==> config.mk <==
export PLATFORM = sky130hd
export DESIGN_NAME = rps_top
export DESIGN_NICKNAME = d
export VERILOG_FILES = /design/src/common/rps_pkg.sv /design/src/hw/rps_tick.sv /design/src/hw/rps_cmp.sv /design/src/hw/rps_top.sv
export VERILOG_INCLUDE_DIRS = /design/src /design/src/common
export SDC_FILE = /design/constraint.sdc
export NUM_CORES = 2
export LEC_CHECK = 0
export CORE_ASPECT_RATIO = 2
export CORE_UTILIZATION = 45
export CTS_CLUSTER_SIZE = 25
export DETAILED_ROUTE_END_ITERATION = 8
export DONT_BUFFER_PORTS = 1
export PLACE_DENSITY = 0.58
export SLEW_MARGIN = 10
export SYNTH_ARGS = -nofsm -noshare
export SYNTH_HDL_FRONTEND = slang
export SYNTH_SLANG_ARGS = --single-unit
export TNS_END_PERCENT = 10
==> constraint.sdc <==
create_clock -name hclk -period 3.5 [get_ports hclk]
set_clock_uncertainty 0.05 [all_clocks]
set_input_delay 0.7 -clock hclk [delete_from_list [all_inputs] [get_ports hclk]]
set_output_delay 0.7 -clock hclk [all_outputs]
set_load 0.02 [all_outputs]
==> src/common/rps_cfg.svh <==
`ifndef RPS_CFG_SVH
`define RPS_CFG_SVH

// How it works
// - Every rail holds a slot number, a power-up delay and a power-down delay, 1 s by default.
// - Power-up enables the rails one slot at a time in ascending slot order.
// - The next slot starts only once the rail just enabled has reached its first low limit.
// - With reverse order set, power-down walks the slots backwards with each down delay.
// - A power-down request starts the down sequence, one rail per down delay.
// - A kill input drops its rail enable at once, outside the sequence.
// - An output that follows the nominal condition is active once a power-up has started and the rail is at nominal.
// - Each output has its own polarity; active low drives the pin low while true.
// - Each rail is compared with two high limits that, once a power-up has started, activate their outputs when reached.
// - Each rail is compared with two low limits that, once a power-up has started, activate their outputs when reached.
// - Limit outputs stay inactive while the rail sits between the low and high limits.
// - Rising edges of the up and down request inputs start the two sequences.

// ----------------------------------------------------------------
// Sizes and timing
// ----------------------------------------------------------------
`define RPS_NRAIL      4
`define RPS_NOUT       8
`define RPS_CLK_HZ     200000000
`define RPS_TICK_US    1000
`define RPS_TICK_CYC   (`RPS_TICK_US * (`RPS_CLK_HZ / 1000000))
`define RPS_DLY_S      1
`define RPS_DLY_TICKS  (`RPS_DLY_S * 1000000 / `RPS_TICK_US)

// ----------------------------------------------------------------
// Register map
// ----------------------------------------------------------------
`define RPS_CTRL_OFF   12'h000
`define RPS_STAT_OFF   12'h004
`define RPS_ISTAT_OFF  12'h008
`define RPS_IMASK_OFF  12'h00C
`define RPS_COND_OFF   12'h010
`define RPS_RAIL_BASE  4'h1
`define RPS_OUT_BASE   4'h2
`define RPS_F_LOW      2'h0
`define RPS_F_HIGH     2'h1
`define RPS_F_NOM      2'h2
`define RPS_F_DLY      2'h3

// ----------------------------------------------------------------
// Fields and reset values
// ----------------------------------------------------------------
`define RPS_CTRL_LOADED  0
`define RPS_CTRL_REVERSE 1
`define RPS_CTRL_RST     2'h2
`define RPS_EV_UP        0
`define RPS_EV_DN        1
`define RPS_EV_KILL      2
`define RPS_OS_POL       8
`define RPS_OSEL_RST     9'h000
`define RPS_HIGH1_RST    16'h0BB8
`define RPS_HIGH2_RST    16'h0C80
`define RPS_LOW1_RST     16'h0A28
`define RPS_LOW2_RST     16'h0960
`define RPS_NOM_RST      16'h0AF0
`define RPS_DLY_RST      16'(`RPS_DLY_TICKS)

`endif

==> src/common/rps_pkg.sv <==
package rps_pkg;
    typedef logic [15:0]       rps_mv_t;
    typedef logic [3:0][15:0]  rps_mv_bus_t;
    typedef enum logic [2:0] {ST_IDLE, ST_UP_DLY, ST_UP_CHK, ST_ON, ST_DN_DLY} rps_state_t;
    typedef enum logic [2:0] {CND_NONE, CND_NOM, CND_LOW1, CND_LOW2, CND_HIGH1,
                              CND_HIGH2} rps_cond_t;
endpackage

==> src/hw/rps_tick.sv <==
`timescale 1ns/10ps

module rps_tick #(
    parameter int unsigned TICK_CYC = 200000
) (
    input  wire logic hclk,
    input  wire logic hresetn,
    output logic      tick
);
    logic [31:0] cnt_q;
    logic [31:0] gap_q;
    logic        seen_q;

    assign tick = (cnt_q == 32'(TICK_CYC - 1));

    always_ff @(posedge hclk or negedge hresetn) begin
        if (!hresetn) begin
            cnt_q  <= 32'h0;
            gap_q  <= 32'h0;
            seen_q <= 1'b0;
        end else begin
            cnt_q  <= tick ? 32'h0 : cnt_q + 32'h1;
            gap_q  <= tick ? 32'h0 : gap_q + 32'h1;
            seen_q <= seen_q | tick;
        end
    end
endmodule

==> src/hw/rps_cmp.sv <==
`timescale 1ns/10ps

module rps_cmp (
    input  wire rps_pkg::rps_mv_t mv,
    input  wire rps_pkg::rps_mv_t low_first,
    input  wire rps_pkg::rps_mv_t low_second,
    input  wire rps_pkg::rps_mv_t high_first,
    input  wire rps_pkg::rps_mv_t high_second,
    input  wire rps_pkg::rps_mv_t nominal,
    output logic [4:0]            flags
);
    import rps_pkg::*;

    assign flags[0] = (mv >= nominal) && (mv < high_first);
    assign flags[1] = (mv <= low_first);
    assign flags[2] = (mv <= low_second);
    assign flags[3] = (mv >= high_first);
    assign flags[4] = (mv >= high_second);
endmodule

==> src/hw/rps_top.sv <==
`timescale 1ns/10ps
`include "rps_cfg.svh"

module rps_top #(
    parameter int unsigned TICK_CYC = `RPS_TICK_CYC
) (
    input  wire logic                 hclk,
    input  wire logic                 hresetn,
    input  wire logic                 hsel,
    input  wire logic [31:0]          haddr,
    input  wire logic [1:0]           htrans,
    input  wire logic                 hwrite,
    input  wire logic [2:0]           hsize,
    input  wire logic [31:0]          hwdata,
    input  wire logic                 hready,
    output logic                      hreadyout,
    output logic [31:0]               hrdata,
    output logic                      hresp,
    input  wire logic                 pwr_up_req,
    input  wire logic                 pwr_dn_req,
    input  wire rps_pkg::rps_mv_bus_t rail_mv,
    input  wire logic [3:0]           rail_kill,
    output logic [3:0]                rail_en,
    output logic [7:0]                dout,
    output logic                      irq
);
    import rps_pkg::*;

    // ----------------------------------------------------------------
    // Storage
    // ----------------------------------------------------------------
    logic        wr_pend_q;
    logic [11:0] waddr_q;
    logic        hreadyout_q;
    logic [31:0] hrdata_q;
    logic        hresp_q;
    logic [1:0]  ctrl_q;
    logic [2:0]  istat_q;
    logic [2:0]  istat_d;
    logic [2:0]  imask_q;
    logic        irq_q;
    logic [31:0] low_q  [4];
    logic [31:0] high_q [4];
    logic [31:0] nom_q  [4];
    logic [31:0] dly_q  [4];
    logic [8:0]  osel_q [8];
    logic [4:0]  flags  [4];
    logic [3:0]  risen;
    logic [7:0]  hit;
    logic [7:0]  dout_q;
    rps_state_t  state_q;
    rps_state_t  state_d;
    logic [1:0]  slot_q;
    logic [1:0]  slot_d;
    logic [15:0] cnt_q;
    logic [15:0] cnt_d;
    logic [3:0]  rail_en_q;
    logic [3:0]  en_d;
    logic        run_q;
    logic        up_req_q;
    logic        dn_req_q;
    logic [1:0]  cur;
    logic        ev_up;
    logic        ev_dn;
    logic        tick;

    // ----------------------------------------------------------------
    // Bus decode
    // ----------------------------------------------------------------
    wire        take      = hsel & hready & htrans[1];
    wire        in_map    = (haddr[31:12] == 20'h0);
    wire [11:0] raddr     = haddr[11:0];
    wire [1:0]  r_rail    = raddr[5:4];
    wire [1:0]  r_fld     = raddr[3:2];
    wire [2:0]  r_out     = raddr[4:2];
    wire        r_is_rail = (raddr[11:8] == `RPS_RAIL_BASE) && (raddr[7:6] == 2'h0);
    wire        r_is_out  = (raddr[11:8] == `RPS_OUT_BASE) && (raddr[7:5] == 3'h0);
    wire [31:0] rail_rd   = (r_fld == `RPS_F_LOW)  ? low_q[r_rail]  :
                            (r_fld == `RPS_F_HIGH) ? high_q[r_rail] :
                            (r_fld == `RPS_F_NOM)  ? nom_q[r_rail]  : dly_q[r_rail];
    wire [31:0] stat_rd   = {20'h0, slot_q, 3'h0, state_q, rail_en_q};
    wire [31:0] rd_data   = !in_map                     ? 32'h0 :
                            r_is_rail                   ? rail_rd :
                            r_is_out                    ? {23'h0, osel_q[r_out]} :
                            (raddr == `RPS_CTRL_OFF)  ? {30'h0, ctrl_q} :
                            (raddr == `RPS_STAT_OFF)  ? stat_rd :
                            (raddr == `RPS_ISTAT_OFF) ? {29'h0, istat_q} :
                            (raddr == `RPS_IMASK_OFF) ? {29'h0, imask_q} :
                            (raddr == `RPS_COND_OFF)  ? {24'h0, hit} : 32'h0;

    wire        w_ctrl  = wr_pend_q & (waddr_q == `RPS_CTRL_OFF);
    wire        w_istat = wr_pend_q & (waddr_q == `RPS_ISTAT_OFF);
    wire        w_imask = wr_pend_q & (waddr_q == `RPS_IMASK_OFF);
    wire        w_rail  = wr_pend_q & (waddr_q[11:8] == `RPS_RAIL_BASE) &
                          (waddr_q[7:6] == 2'h0);
    wire        w_out   = wr_pend_q & (waddr_q[11:8] == `RPS_OUT_BASE) &
                          (waddr_q[7:5] == 3'h0);
    wire [1:0]  w_idx   = waddr_q[5:4];
    wire [1:0]  w_fld   = waddr_q[3:2];
    wire [2:0]  w_oidx  = waddr_q[4:2];

    always_ff @(posedge hclk or negedge hresetn) begin
        if (!hresetn) begin
            wr_pend_q   <= 1'b0;
            waddr_q     <= 12'h000;
            hreadyout_q <= 1'b0;
            hrdata_q    <= 32'h0;
            hresp_q     <= 1'b0;
        end else begin
            wr_pend_q   <= take & hwrite & in_map;
            hreadyout_q <= 1'b1;
            hresp_q     <= 1'b0;
            if (take) begin
                waddr_q <= raddr;
            end
            if (take & ~hwrite) begin
                hrdata_q <= rd_data;
            end
        end
    end

    // ----------------------------------------------------------------
    // Control and interrupt registers
    // ----------------------------------------------------------------
    wire [2:0] ev = {|(rail_kill & rail_en_q), ev_dn, ev_up};

    // Set wins over a write-one clear in the same cycle.
    assign istat_d = (istat_q & ~(w_istat ? hwdata[2:0] : 3'h0)) | ev;

    always_ff @(posedge hclk or negedge hresetn) begin
        if (!hresetn) begin
            ctrl_q  <= `RPS_CTRL_RST;
            istat_q <= 3'h0;
            imask_q <= 3'h0;
            irq_q   <= 1'b0;
        end else begin
            ctrl_q  <= w_ctrl ? hwdata[1:0] : ctrl_q;
            imask_q <= w_imask ? hwdata[2:0] : imask_q;
            istat_q <= istat_d;
            irq_q   <= |(istat_q & imask_q);
        end
    end

    // ----------------------------------------------------------------
    // Per rail configuration and comparison
    // ----------------------------------------------------------------
    for (genvar r = 0; r < `RPS_NRAIL; r++) begin : g_rail
        wire we = w_rail & (w_idx == 2'(r));

        always_ff @(posedge hclk or negedge hresetn) begin
            if (!hresetn) begin
                low_q[r]  <= {`RPS_LOW2_RST, `RPS_LOW1_RST};
                high_q[r] <= {`RPS_HIGH2_RST, `RPS_HIGH1_RST};
                nom_q[r]  <= {14'h0, 2'(r), `RPS_NOM_RST};
                dly_q[r]  <= {`RPS_DLY_RST, `RPS_DLY_RST};
            end else if (we) begin
                case (w_fld)
                    `RPS_F_LOW: begin
                        low_q[r] <= hwdata;
                    end
                    `RPS_F_HIGH: begin
                        high_q[r] <= hwdata;
                    end
                    `RPS_F_NOM: begin
                        nom_q[r] <= {14'h0, hwdata[17:0]};
                    end
                    default: begin
                        dly_q[r] <= hwdata;
                    end
                endcase
            end
        end

        rps_cmp u_cmp (
            .mv          (rail_mv[r]),
            .low_first   (low_q[r][15:0]),
            .low_second  (low_q[r][31:16]),
            .high_first  (high_q[r][15:0]),
            .high_second (high_q[r][31:16]),
            .nominal     (nom_q[r][15:0]),
            .flags       (flags[r])
        );

        assign risen[r] = (rail_mv[r] >= low_q[r][15:0]);
    end

    // ----------------------------------------------------------------
    // Digital outputs
    // ----------------------------------------------------------------
    for (genvar o = 0; o < `RPS_NOUT; o++) begin : g_out
        wire [7:0] fx   = {2'h0, flags[osel_q[o][1:0]], 1'b0};
        rps_cond_t code;

        assign code = rps_cond_t'(osel_q[o][4:2]);
        assign hit[o] = run_q & fx[code];

        always_ff @(posedge hclk or negedge hresetn) begin
            if (!hresetn) begin
                osel_q[o] <= `RPS_OSEL_RST;
                dout_q[o] <= 1'b0;
            end else begin
                osel_q[o] <= (w_out & (w_oidx == 3'(o))) ? hwdata[8:0] : osel_q[o];
                dout_q[o] <= hit[o] ^ osel_q[o][`RPS_OS_POL];
            end
        end
    end

    // ----------------------------------------------------------------
    // Sequencer
    // ----------------------------------------------------------------
    rps_tick #(
        .TICK_CYC (TICK_CYC)
    ) u_tick (
        .hclk    (hclk),
        .hresetn (hresetn),
        .tick    (tick)
    );

    wire        up_rise  = pwr_up_req & ~up_req_q;
    wire        dn_rise  = pwr_dn_req & ~dn_req_q;
    wire        loaded   = ctrl_q[`RPS_CTRL_LOADED];
    wire        reverse  = ctrl_q[`RPS_CTRL_REVERSE];
    wire        up_done  = (cnt_q >= dly_q[cur][15:0]);
    wire        dn_done  = (cnt_q >= dly_q[cur][31:16]);
    wire        last_up  = (slot_q == 2'h3);
    wire        last_dn  = reverse ? (slot_q == 2'h0) : (slot_q == 2'h3);
    wire [1:0]  dn_first = reverse ? 2'h3 : 2'h0;
    wire [1:0]  dn_next  = reverse ? slot_q - 2'h1 : slot_q + 2'h1;
    wire        dn_go    = dn_rise && (state_q != ST_IDLE) && (state_q != ST_DN_DLY);

    always_comb begin
        cur = 2'h0;
        for (int r = 0; r < `RPS_NRAIL; r++) begin
            if (nom_q[r][17:16] == slot_q) begin
                cur = 2'(r);
            end
        end
    end

    always_comb begin
        state_d = state_q;
        slot_d  = slot_q;
        cnt_d   = cnt_q;
        en_d    = rail_en_q;
        ev_up   = 1'b0;
        ev_dn   = 1'b0;
        if (tick && (cnt_q != 16'hFFFF)) begin
            cnt_d = cnt_q + 16'h0001;
        end
        case (state_q)
            ST_IDLE: begin
                if (up_rise && loaded) begin
                    state_d = ST_UP_DLY;
                    slot_d  = 2'h0;
                    cnt_d   = 16'h0000;
                end
            end
            ST_UP_DLY: begin
                if (up_done) begin
                    en_d[cur] = 1'b1;
                    state_d   = ST_UP_CHK;
                end
            end
            ST_UP_CHK: begin
                if (risen[cur]) begin
                    if (last_up) begin
                        state_d = ST_ON;
                        ev_up   = 1'b1;
                    end else begin
                        state_d = ST_UP_DLY;
                        slot_d  = slot_q + 2'h1;
                        cnt_d   = 16'h0000;
                    end
                end
            end
            ST_DN_DLY: begin
                if (dn_done) begin
                    en_d[cur] = 1'b0;
                    cnt_d     = 16'h0000;
                    if (last_dn) begin
                        state_d = ST_IDLE;
                        ev_dn   = 1'b1;
                    end else begin
                        slot_d = dn_next;
                    end
                end
            end
            default: begin
                state_d = state_q;
            end
        endcase
        if (dn_go) begin
            state_d = ST_DN_DLY;
            slot_d  = dn_first;
            cnt_d   = 16'h0000;
            en_d    = rail_en_q;
        end
        en_d = en_d & ~rail_kill;
    end

    always_ff @(posedge hclk or negedge hresetn) begin
        if (!hresetn) begin
            state_q   <= ST_IDLE;
            slot_q    <= 2'h0;
            cnt_q     <= 16'h0000;
            rail_en_q <= 4'h0;
            run_q     <= 1'b0;
            up_req_q  <= 1'b0;
            dn_req_q  <= 1'b0;
        end else begin
            state_q   <= state_d;
            slot_q    <= slot_d;
            cnt_q     <= cnt_d;
            rail_en_q <= en_d;
            run_q     <= run_q | (state_q == ST_IDLE && up_rise && loaded);
            up_req_q  <= pwr_up_req;
            dn_req_q  <= pwr_dn_req;
        end
    end

    assign hreadyout = hreadyout_q;
    assign hrdata    = hrdata_q;
    assign hresp     = hresp_q;
    assign rail_en   = rail_en_q;
    assign dout      = dout_q;
    assign irq       = irq_q;
endmodule

Word level (Yosys, flattened, before mapping)
Index checks and enable logic that the tools add are counted.
Storage, ports and cells
  register bits after elaboration: 651
  output and inout bits: 47
Cells by class
  $add $sub $neg: 4
  magnitude comparators: 51
  eq/ne operators: 41
  multiplexer cells: 113
  bitwise operators: 68
  reduce and logical (&&, ||, !) cells: 50
Operators by type and width (number)
  $mux 32: 16
  $bmux 32 s2: 5
  $ge 16x16->1: 18
  $le 16x16->1: 8
  $mux 16: 6
  $bmux 5 s2: 8
  $mux 5: 16
  $lt 16x16->1: 4
  $eq 12x4->1 const B: 4
  $pmux 16 s3: 1
  $mux 12: 3
  $and 1x1->1: 34
  $add 32x1->32 const B: 1
  $eq 32x18->1 const B: 1
  $lt 3x4->1 const B: 8
  $reduce_and 2->1: 16
  $ge 3x3->1 const B: 10
  $not 2->3: 10
  $bmux 9 s3: 1
  $bmux 1 s3: 8
  $logic_not 12->1: 2
  $mux 8: 3
  $ne 3x3->1 const B: 8
  $mux 2: 11
  46 further kinds: 125

Logic depth before layout (Yosys ltp)
  word-level depth: 16
  mapped depth: 19

By module
A second synthesis with hierarchy kept.
Second synthesis, totals
  cells, all modules: 3750
  area total of the unflattened synthesis: 42449.5 µm²
Modules (own cells, without submodules)
  rps_top: instances 1, cells each 2519, area an instance 33060.5 µm², sequential area each 15676.3 µm²
  rps_cmp (g_rail[0].u_cmp ...): instances 3, cells each 272, area an instance 1965.6 µm², sequential area each 0.0 µm²
  rps_cmp (g_rail[3].u_cmp): instances 1, cells each 271, area an instance 1953.1 µm², sequential area each 0.0 µm²
  rps_tick: instances 1, cells each 144, area an instance 1539.0 µm², sequential area each 800.8 µm²

Worst setup path before layout
Ideal clock, no wire load.
  kind: register to register
  from: register slot_q[0]
  to: register cnt_q[10]
  arrival time: 3.598 ns
  data required time: 3.378 ns
  setup slack: -0.221 ns
  cell stages (with the launch flop): 20
  path buffers: 4
  cells stage by stage: dfrtp_1 > clkbuf_1 > xnor2_1 > and2_1 > clkbuf_1 > nor2_1 > clkbuf_1 > a22oi_1 > nor2_1 > a221oi_1 > ha_1 > a21o_1 > a21oi_1 > o21ai_0 > a31o_2 > a21oi_1 > nand2_1 > a31o_2 > clkbuf_1 > nor2_1
Between the ends
  word-level cells in the longest chain between the ends: 12
Ends and longest elaborated chain
  from (decl): RTL line rps_top.sv:53  | logic [1:0] slot_q;
  from (signal assigned): RTL line rps_top.sv:312  | slot_q <= slot_d;
  $eq 2x2->1: RTL line rps_top.sv:234  | if (nom_q[r][17:16] == slot_q) begin
  $mux 1: RTL line rps_top.sv:234
  $mux 2 (2 in series): RTL line rps_top.sv:234
  $not 2->3 (implied by the code): RTL line rps_top.sv:224  | wire dn_done = (cnt_q >= dly_q[cur][31:16]);
  $bmux 32 s2: RTL line rps_top.sv:224
  $mux 32 (implied by the code) (2 in series): RTL line rps_top.sv:224
  $ge 16x16->1: RTL line rps_top.sv:224
  $mux 16: RTL line rps_top.sv:277  | if (dn_done) begin
  $pmux 16 s3 *: RTL line rps_top.sv:250  | case (state_q)
  $mux 16 *: RTL line rps_top.sv:292  | if (dn_go) begin
  via cnt_d[10]: RTL line rps_top.sv:56  | logic [15:0] cnt_d;
  to (signal assigned): RTL line rps_top.sv:313  | cnt_q <= cnt_d;
  to (decl): RTL line rps_top.sv:55  | logic [15:0] cnt_q;
Mark *: on every way through the listed nets, which the timed path passes. The rest lies on a longest branch. The select of a mux whose other input is x is not followed.
A chain may end at the register's enable or synchronous reset.

Worst setup path after layout
  from: register high_q[27] (netlist bit)
  to: register hrdata_q[7], in the netlist hrdata[7]
Between the ends
  word-level cells in the longest chain between the ends: 15
Ends and longest elaborated chain
  from (decl): RTL line rps_top.sv:43  | logic [31:0] high_q [4];
  from (signal, indexed assignment): RTL line rps_top.sv:153  | high_q[r] <= {`RPS_HIGH2_RST, `RPS_HIGH1_RST};
  from (signal, indexed assignment): RTL line rps_top.sv:162  | high_q[r] <= hwdata;
  $ge 16x16->1: RTL line rps_cmp.sv:18  | assign flags[4] = (mv >= high_second);
  $bmux 5 s2: RTL line rps_top.sv:191  | wire [7:0] fx = {2'h0, flags[osel_q[o][1:0]], 1'b0};
  $mux 5 (implied by the code) (2 in series): RTL line rps_top.sv:191
  $bmux 1 s3: RTL line rps_top.sv:195  | assign hit[o] = run_q & fx[code];
  $mux 1 (implied by the code): RTL line rps_top.sv:195
  $and 1x1->1: RTL line rps_top.sv:195
  $mux 8: RTL line rps_top.sv:89  | (raddr == `RPS_COND_OFF) ? {24'h0, hit} : 32'h0;
  $mux 8: RTL line rps_top.sv:88  | (raddr == `RPS_IMASK_OFF) ? {29'h0, imask_q} :
  $mux 8: RTL line rps_top.sv:87  | (raddr == `RPS_ISTAT_OFF) ? {29'h0, istat_q} :
  $mux 12: RTL line rps_top.sv:86  | (raddr == `RPS_STAT_OFF) ? stat_rd :
  $mux 12: RTL line rps_top.sv:85  | (raddr == `RPS_CTRL_OFF) ? {30'h0, ctrl_q} :
  $mux 12: RTL line rps_top.sv:84  | r_is_out ? {23'h0, osel_q[r_out]} :
  $mux 32: RTL line rps_top.sv:83  | r_is_rail ? rail_rd :
  $mux 32: RTL line rps_top.sv:82  | wire [31:0] rd_data = !in_map ? 32'h0 :
  to (signal assigned): RTL line rps_top.sv:117  | hrdata_q <= rd_data;
  to (decl): RTL line rps_top.sv:35  | logic [31:0] hrdata_q;
Every way passes these cells. The select of a mux whose other input is x is not followed.

==> qor.csv <==
stage,metric,value,unit
place,RD Place Congestion,0.987,
detailed_routing,number of vias per cell,6.20,
power_and_ir_drop,power consumption,20.8,mW
setup_path,"Buf+Inv Stages, Crit Path",4,
finish,Final Non-Filler Cells,5031,
place,DP Area,43800,µm²
global_routing,total gr overflow,0,
clock_network,Clock Sinks,651,
run,Max-Cap Viols,0,
clock_network,buffer depth of the longest clock path,3,
synth,Post-Syn Area per Cell,11.3,µm²
setup_path,CP Data Required Time,4.00,ns
synth,syn nets,4113,
setup_path,slowest CP cell,dfstp_2,
finish,Final Instance Area,46900,µm²
place,Place WS,-0.948,ns
die,Placement Rows,155,
run_status,outcome,"finished, violations left",
clock_network,clock root buffer,clkbuf_16,
synth,synthesis-stage register bit count,651,
finish,layout cells sized above 1,35.6,%
clock_network,worst-skew pair later-pin latency,0.69,ns
synth,post-synthesis cell type count,92,
finish,final core occ,52.5,%
finish,Final #Nets,4288,
detailed_routing,routed vias,31200,
detailed_routing,DRT Wirelength,157000,µm
run_status,failing checks,"hold timing, setup timing",
synth,Post-synth EDFFs,0,
setup_path,crit-path leading delay family,compound AO/OA/AOI/OAI gates,
clock_network,clock transition at the registers of the reported paths,0.06,ns
detailed_routing,WL/cell,31.2,µm
setup_path,CP peak stage delay,0.54,ns
timing,Pins Over Slew Limit,0,
setup_path,critical path cell sequence,inv_1 > ha_1 > a21oi_1 > o21ai_0 > buf_4 > a211oi_1 > nor2_1 > o22ai_1 > o21a_1 > o211ai_1 > buf_4 > nor3_4 > buf_6 > o221ai_2,
detailed_routing,Final ANT Viol Nets,0,
die,Chip Width,215,µm
place,IO buf count,0,
timing,Relative slew margins,28.5,%
setup_path,largest fanout on the critical path,3,
timing,Max Fclk,280,MHz
global_routing,Total GRT Usage,34.7,%
global_routing,initial antenna violation count,10,
die,I/O pin cnt,191,
timing,Slew @ Worst Pin,1.07,ns
finish,P&R area growth vs syn,15.0,%
detailed_routing,DR pass1 iterations,7,
timing,setup total negative slack,-0.120,ns
timing,final setup violation count,3,
setup_path,Crit path arrival time,4.07,ns
place,Cells after DPL,4882,
synth,sequential-to-total area share from yosys stat,40.4,%
min_path,hold crit path type,input port to async pin,
detailed_routing,initial drt markers,1856,
timing,final period utilization,102,%
detailed_routing,DR DRC count,0,
die,core area,89400,µm²
timing,setup ws final,-0.0722,ns
clock_network,cts hold-fix bufs,6,
global_routing,number of global-route vias before repair,32200,
die,full die area,91900,µm²
die,die height,428,µm
synth,Mapped Area,40800,µm²
timing,Final Hold Viols,138,
timing,min Tclk post-route,3.57,ns
setup_path,kind of critical path,flip-flop to flip-flop,
timing,RSZ-0062 raised after global routing,yes,
synth,Post-synth ARST share,100,%
setup_path,crit path launch type,flip-flop,
global_routing,pin count of the biggest net entering global routing,652,
clock_network,CTS tree,built,
power_and_ir_drop,PD cells,444,nW/µm²
clock_network,CTS buffer count,67,
die,Initial Util,45.6,%
clock_network,H-tree levels,3,
timing,hold slack,-0.318,ns
synth,Synth Warn #,0,
setup_path,critical path endpoint category,flip-flop,
synth,prevailing post-synth register cell,dfrtp_1,
place,detailed placement HPWL,116000,µm
global_routing,first-pass GRT wire length,226000,µm
synth,Mapped Cells,3613,
power_and_ir_drop,Leak Pwr,21.2,nW
power_and_ir_drop,largest vdd supply drop,0.402,mV
setup_path,Most common cell on crit path,buf_4,
final timing paths:
path / from / end / slack (ns) / cells past startpoint
min: hresetn / high_q[70] / -0.32 / 0
min in group hclk: hwdata[23] / high_q[87] / 0.09 / 2
max reg2reg: high_q[27] / hrdata[7] / -0.07 / 14
min reg2reg: u_tick.cnt_q[4] / u_tick.cnt_q[4] / 0.42 / 1
max: high_q[27] / hrdata[7] / -0.07 / 14
max in group asynchronous: hresetn / high_q[20] / 1.21 / 3
cells in the final DEF (no fill, tap or decap), drive strengths merged, types with 52 or more instances in the layout:
cell    count
nand2     233
dfrtp     502
nand4      52
nand3      95
buf       288
mux2      508
dfstp     149
clkbuf     92
o21ai     166
ha        356
nor2      136
a21oi     138
inv       342
mux4      173
metal layers:
| layer | track usage, % | routed length, µm | up-vias |
|---|---|---|---|
| met5 | 0 | 60 | - |
| met4 | 34.0 | 18200 | 10 |
| met3 | 7.39 | 9250 | 525 |
| met2 | 59.5 | 77700 | 1103 |
| met1 | 34.6 | 51600 | 15900 |
| li1 | - | - | 13600 |
kinds of logic (layout without fill, tap and decap cells):
group	after synthesis	count (layout)	share of synthesized area (%)
simple gates	722	722	8.82
mux	705	705	24.2
flops	651	651	40.4
compound gates	594	594	9.51
buf+inv	529	757	4.96
fa+ha+maj	356	356	10.9
xor+xnor	54	54	1.16
other cells	2	15	0.0184
synthesized netlist by cell type (32+ instances only):
cell type / n / area share, %
a21o_1: 34 / 0.63
a21oi_1: 138 / 1.7
a221oi_1: 32 / 0.69
buf_1: 45 / 0.41
clkbuf_1: 126 / 1.2
dfrtp_1: 502 / 31
dfstp_2: 149 / 9.6
ha_1: 356 / 11
inv_1: 339 / 3.1
mux2_2: 508 / 14
mux4_2: 169 / 9.3
nand2_1: 233 / 2.1
nand3_1: 95 / 1.2
nand4_1: 52 / 0.80
nor2_1: 136 / 1.3
o21ai_0: 164 / 2.0
xnor2_1: 34 / 0.73
worst register-to-register path, cell delays in order (launching register included):
cell and delay [ns]:
dfstp_2 0.54, inv_1 0.04, ha_1 0.29, a21oi_1 0.17
o21ai_0 0.11, buf_4 0.18, a211oi_1 0.51, nor2_1 0.19
o22ai_1 0.42, o21a_1 0.18, o211ai_1 0.09, buf_4 0.16
nor3_4 0.28, buf_6 0.17, o221ai_2 0.08
report_power, final:
part | switching [mW] | internal [mW]
Combinational | 2.46 | 2.18
Sequential | 0.396 | 7.91
Clock | 3.39 | 4.51
Total | 6.25 | 14.6
flip-flops by register name, summed over array words and instances, names as in the netlist:
| name | cells |
|---|---|
| rail_en | 4 |
| slot_q | 2 |
| irq | 1 |
| waddr_q | 12 |
| cnt_q | 16 |
| run_q | 1 |
| hreadyout | 1 |
| g_out.code | 24 |
| u_tick.cnt_q | 32 |
| low_q | 128 |
| ctrl_q | 2 |
| istat_q | 3 |
| high_q | 128 |
| state_q | 3 |
| dn_req_q | 1 |
| imask_q | 3 |
| up_req_q | 1 |
| wr_pend_q | 1 |
| nom_q | 72 |
| dly_q | 128 |
| osel_q | 48 |
| dout | 8 |
| hrdata | 32 |
final cells by class:
type	instances	area (µm²)
diodes	13	32.5
clock buffers	92	1930
clock inverters	30	420
fillers	7925	42500
inverters	341	1280
multi-input cells	2433	22900
flip-flops and latches	651	16500
well taps	1177	1470
repair buffers	294	2420
what timing repair did:
| action | 4_1_cts | 5_1_grt |
|---|---|---|
| buffers inserted | 2 | 4 |
| pin swaps | 21 | 19 |
| setup endpoints to repair | 41 | 42 |
| resized for setup | 64 | 60 |
| cloned | 0 | 0 |
| endpoints found under the hold margin | 508 | 138 |
Note: power is estimated with default switching activity, not from simulation.
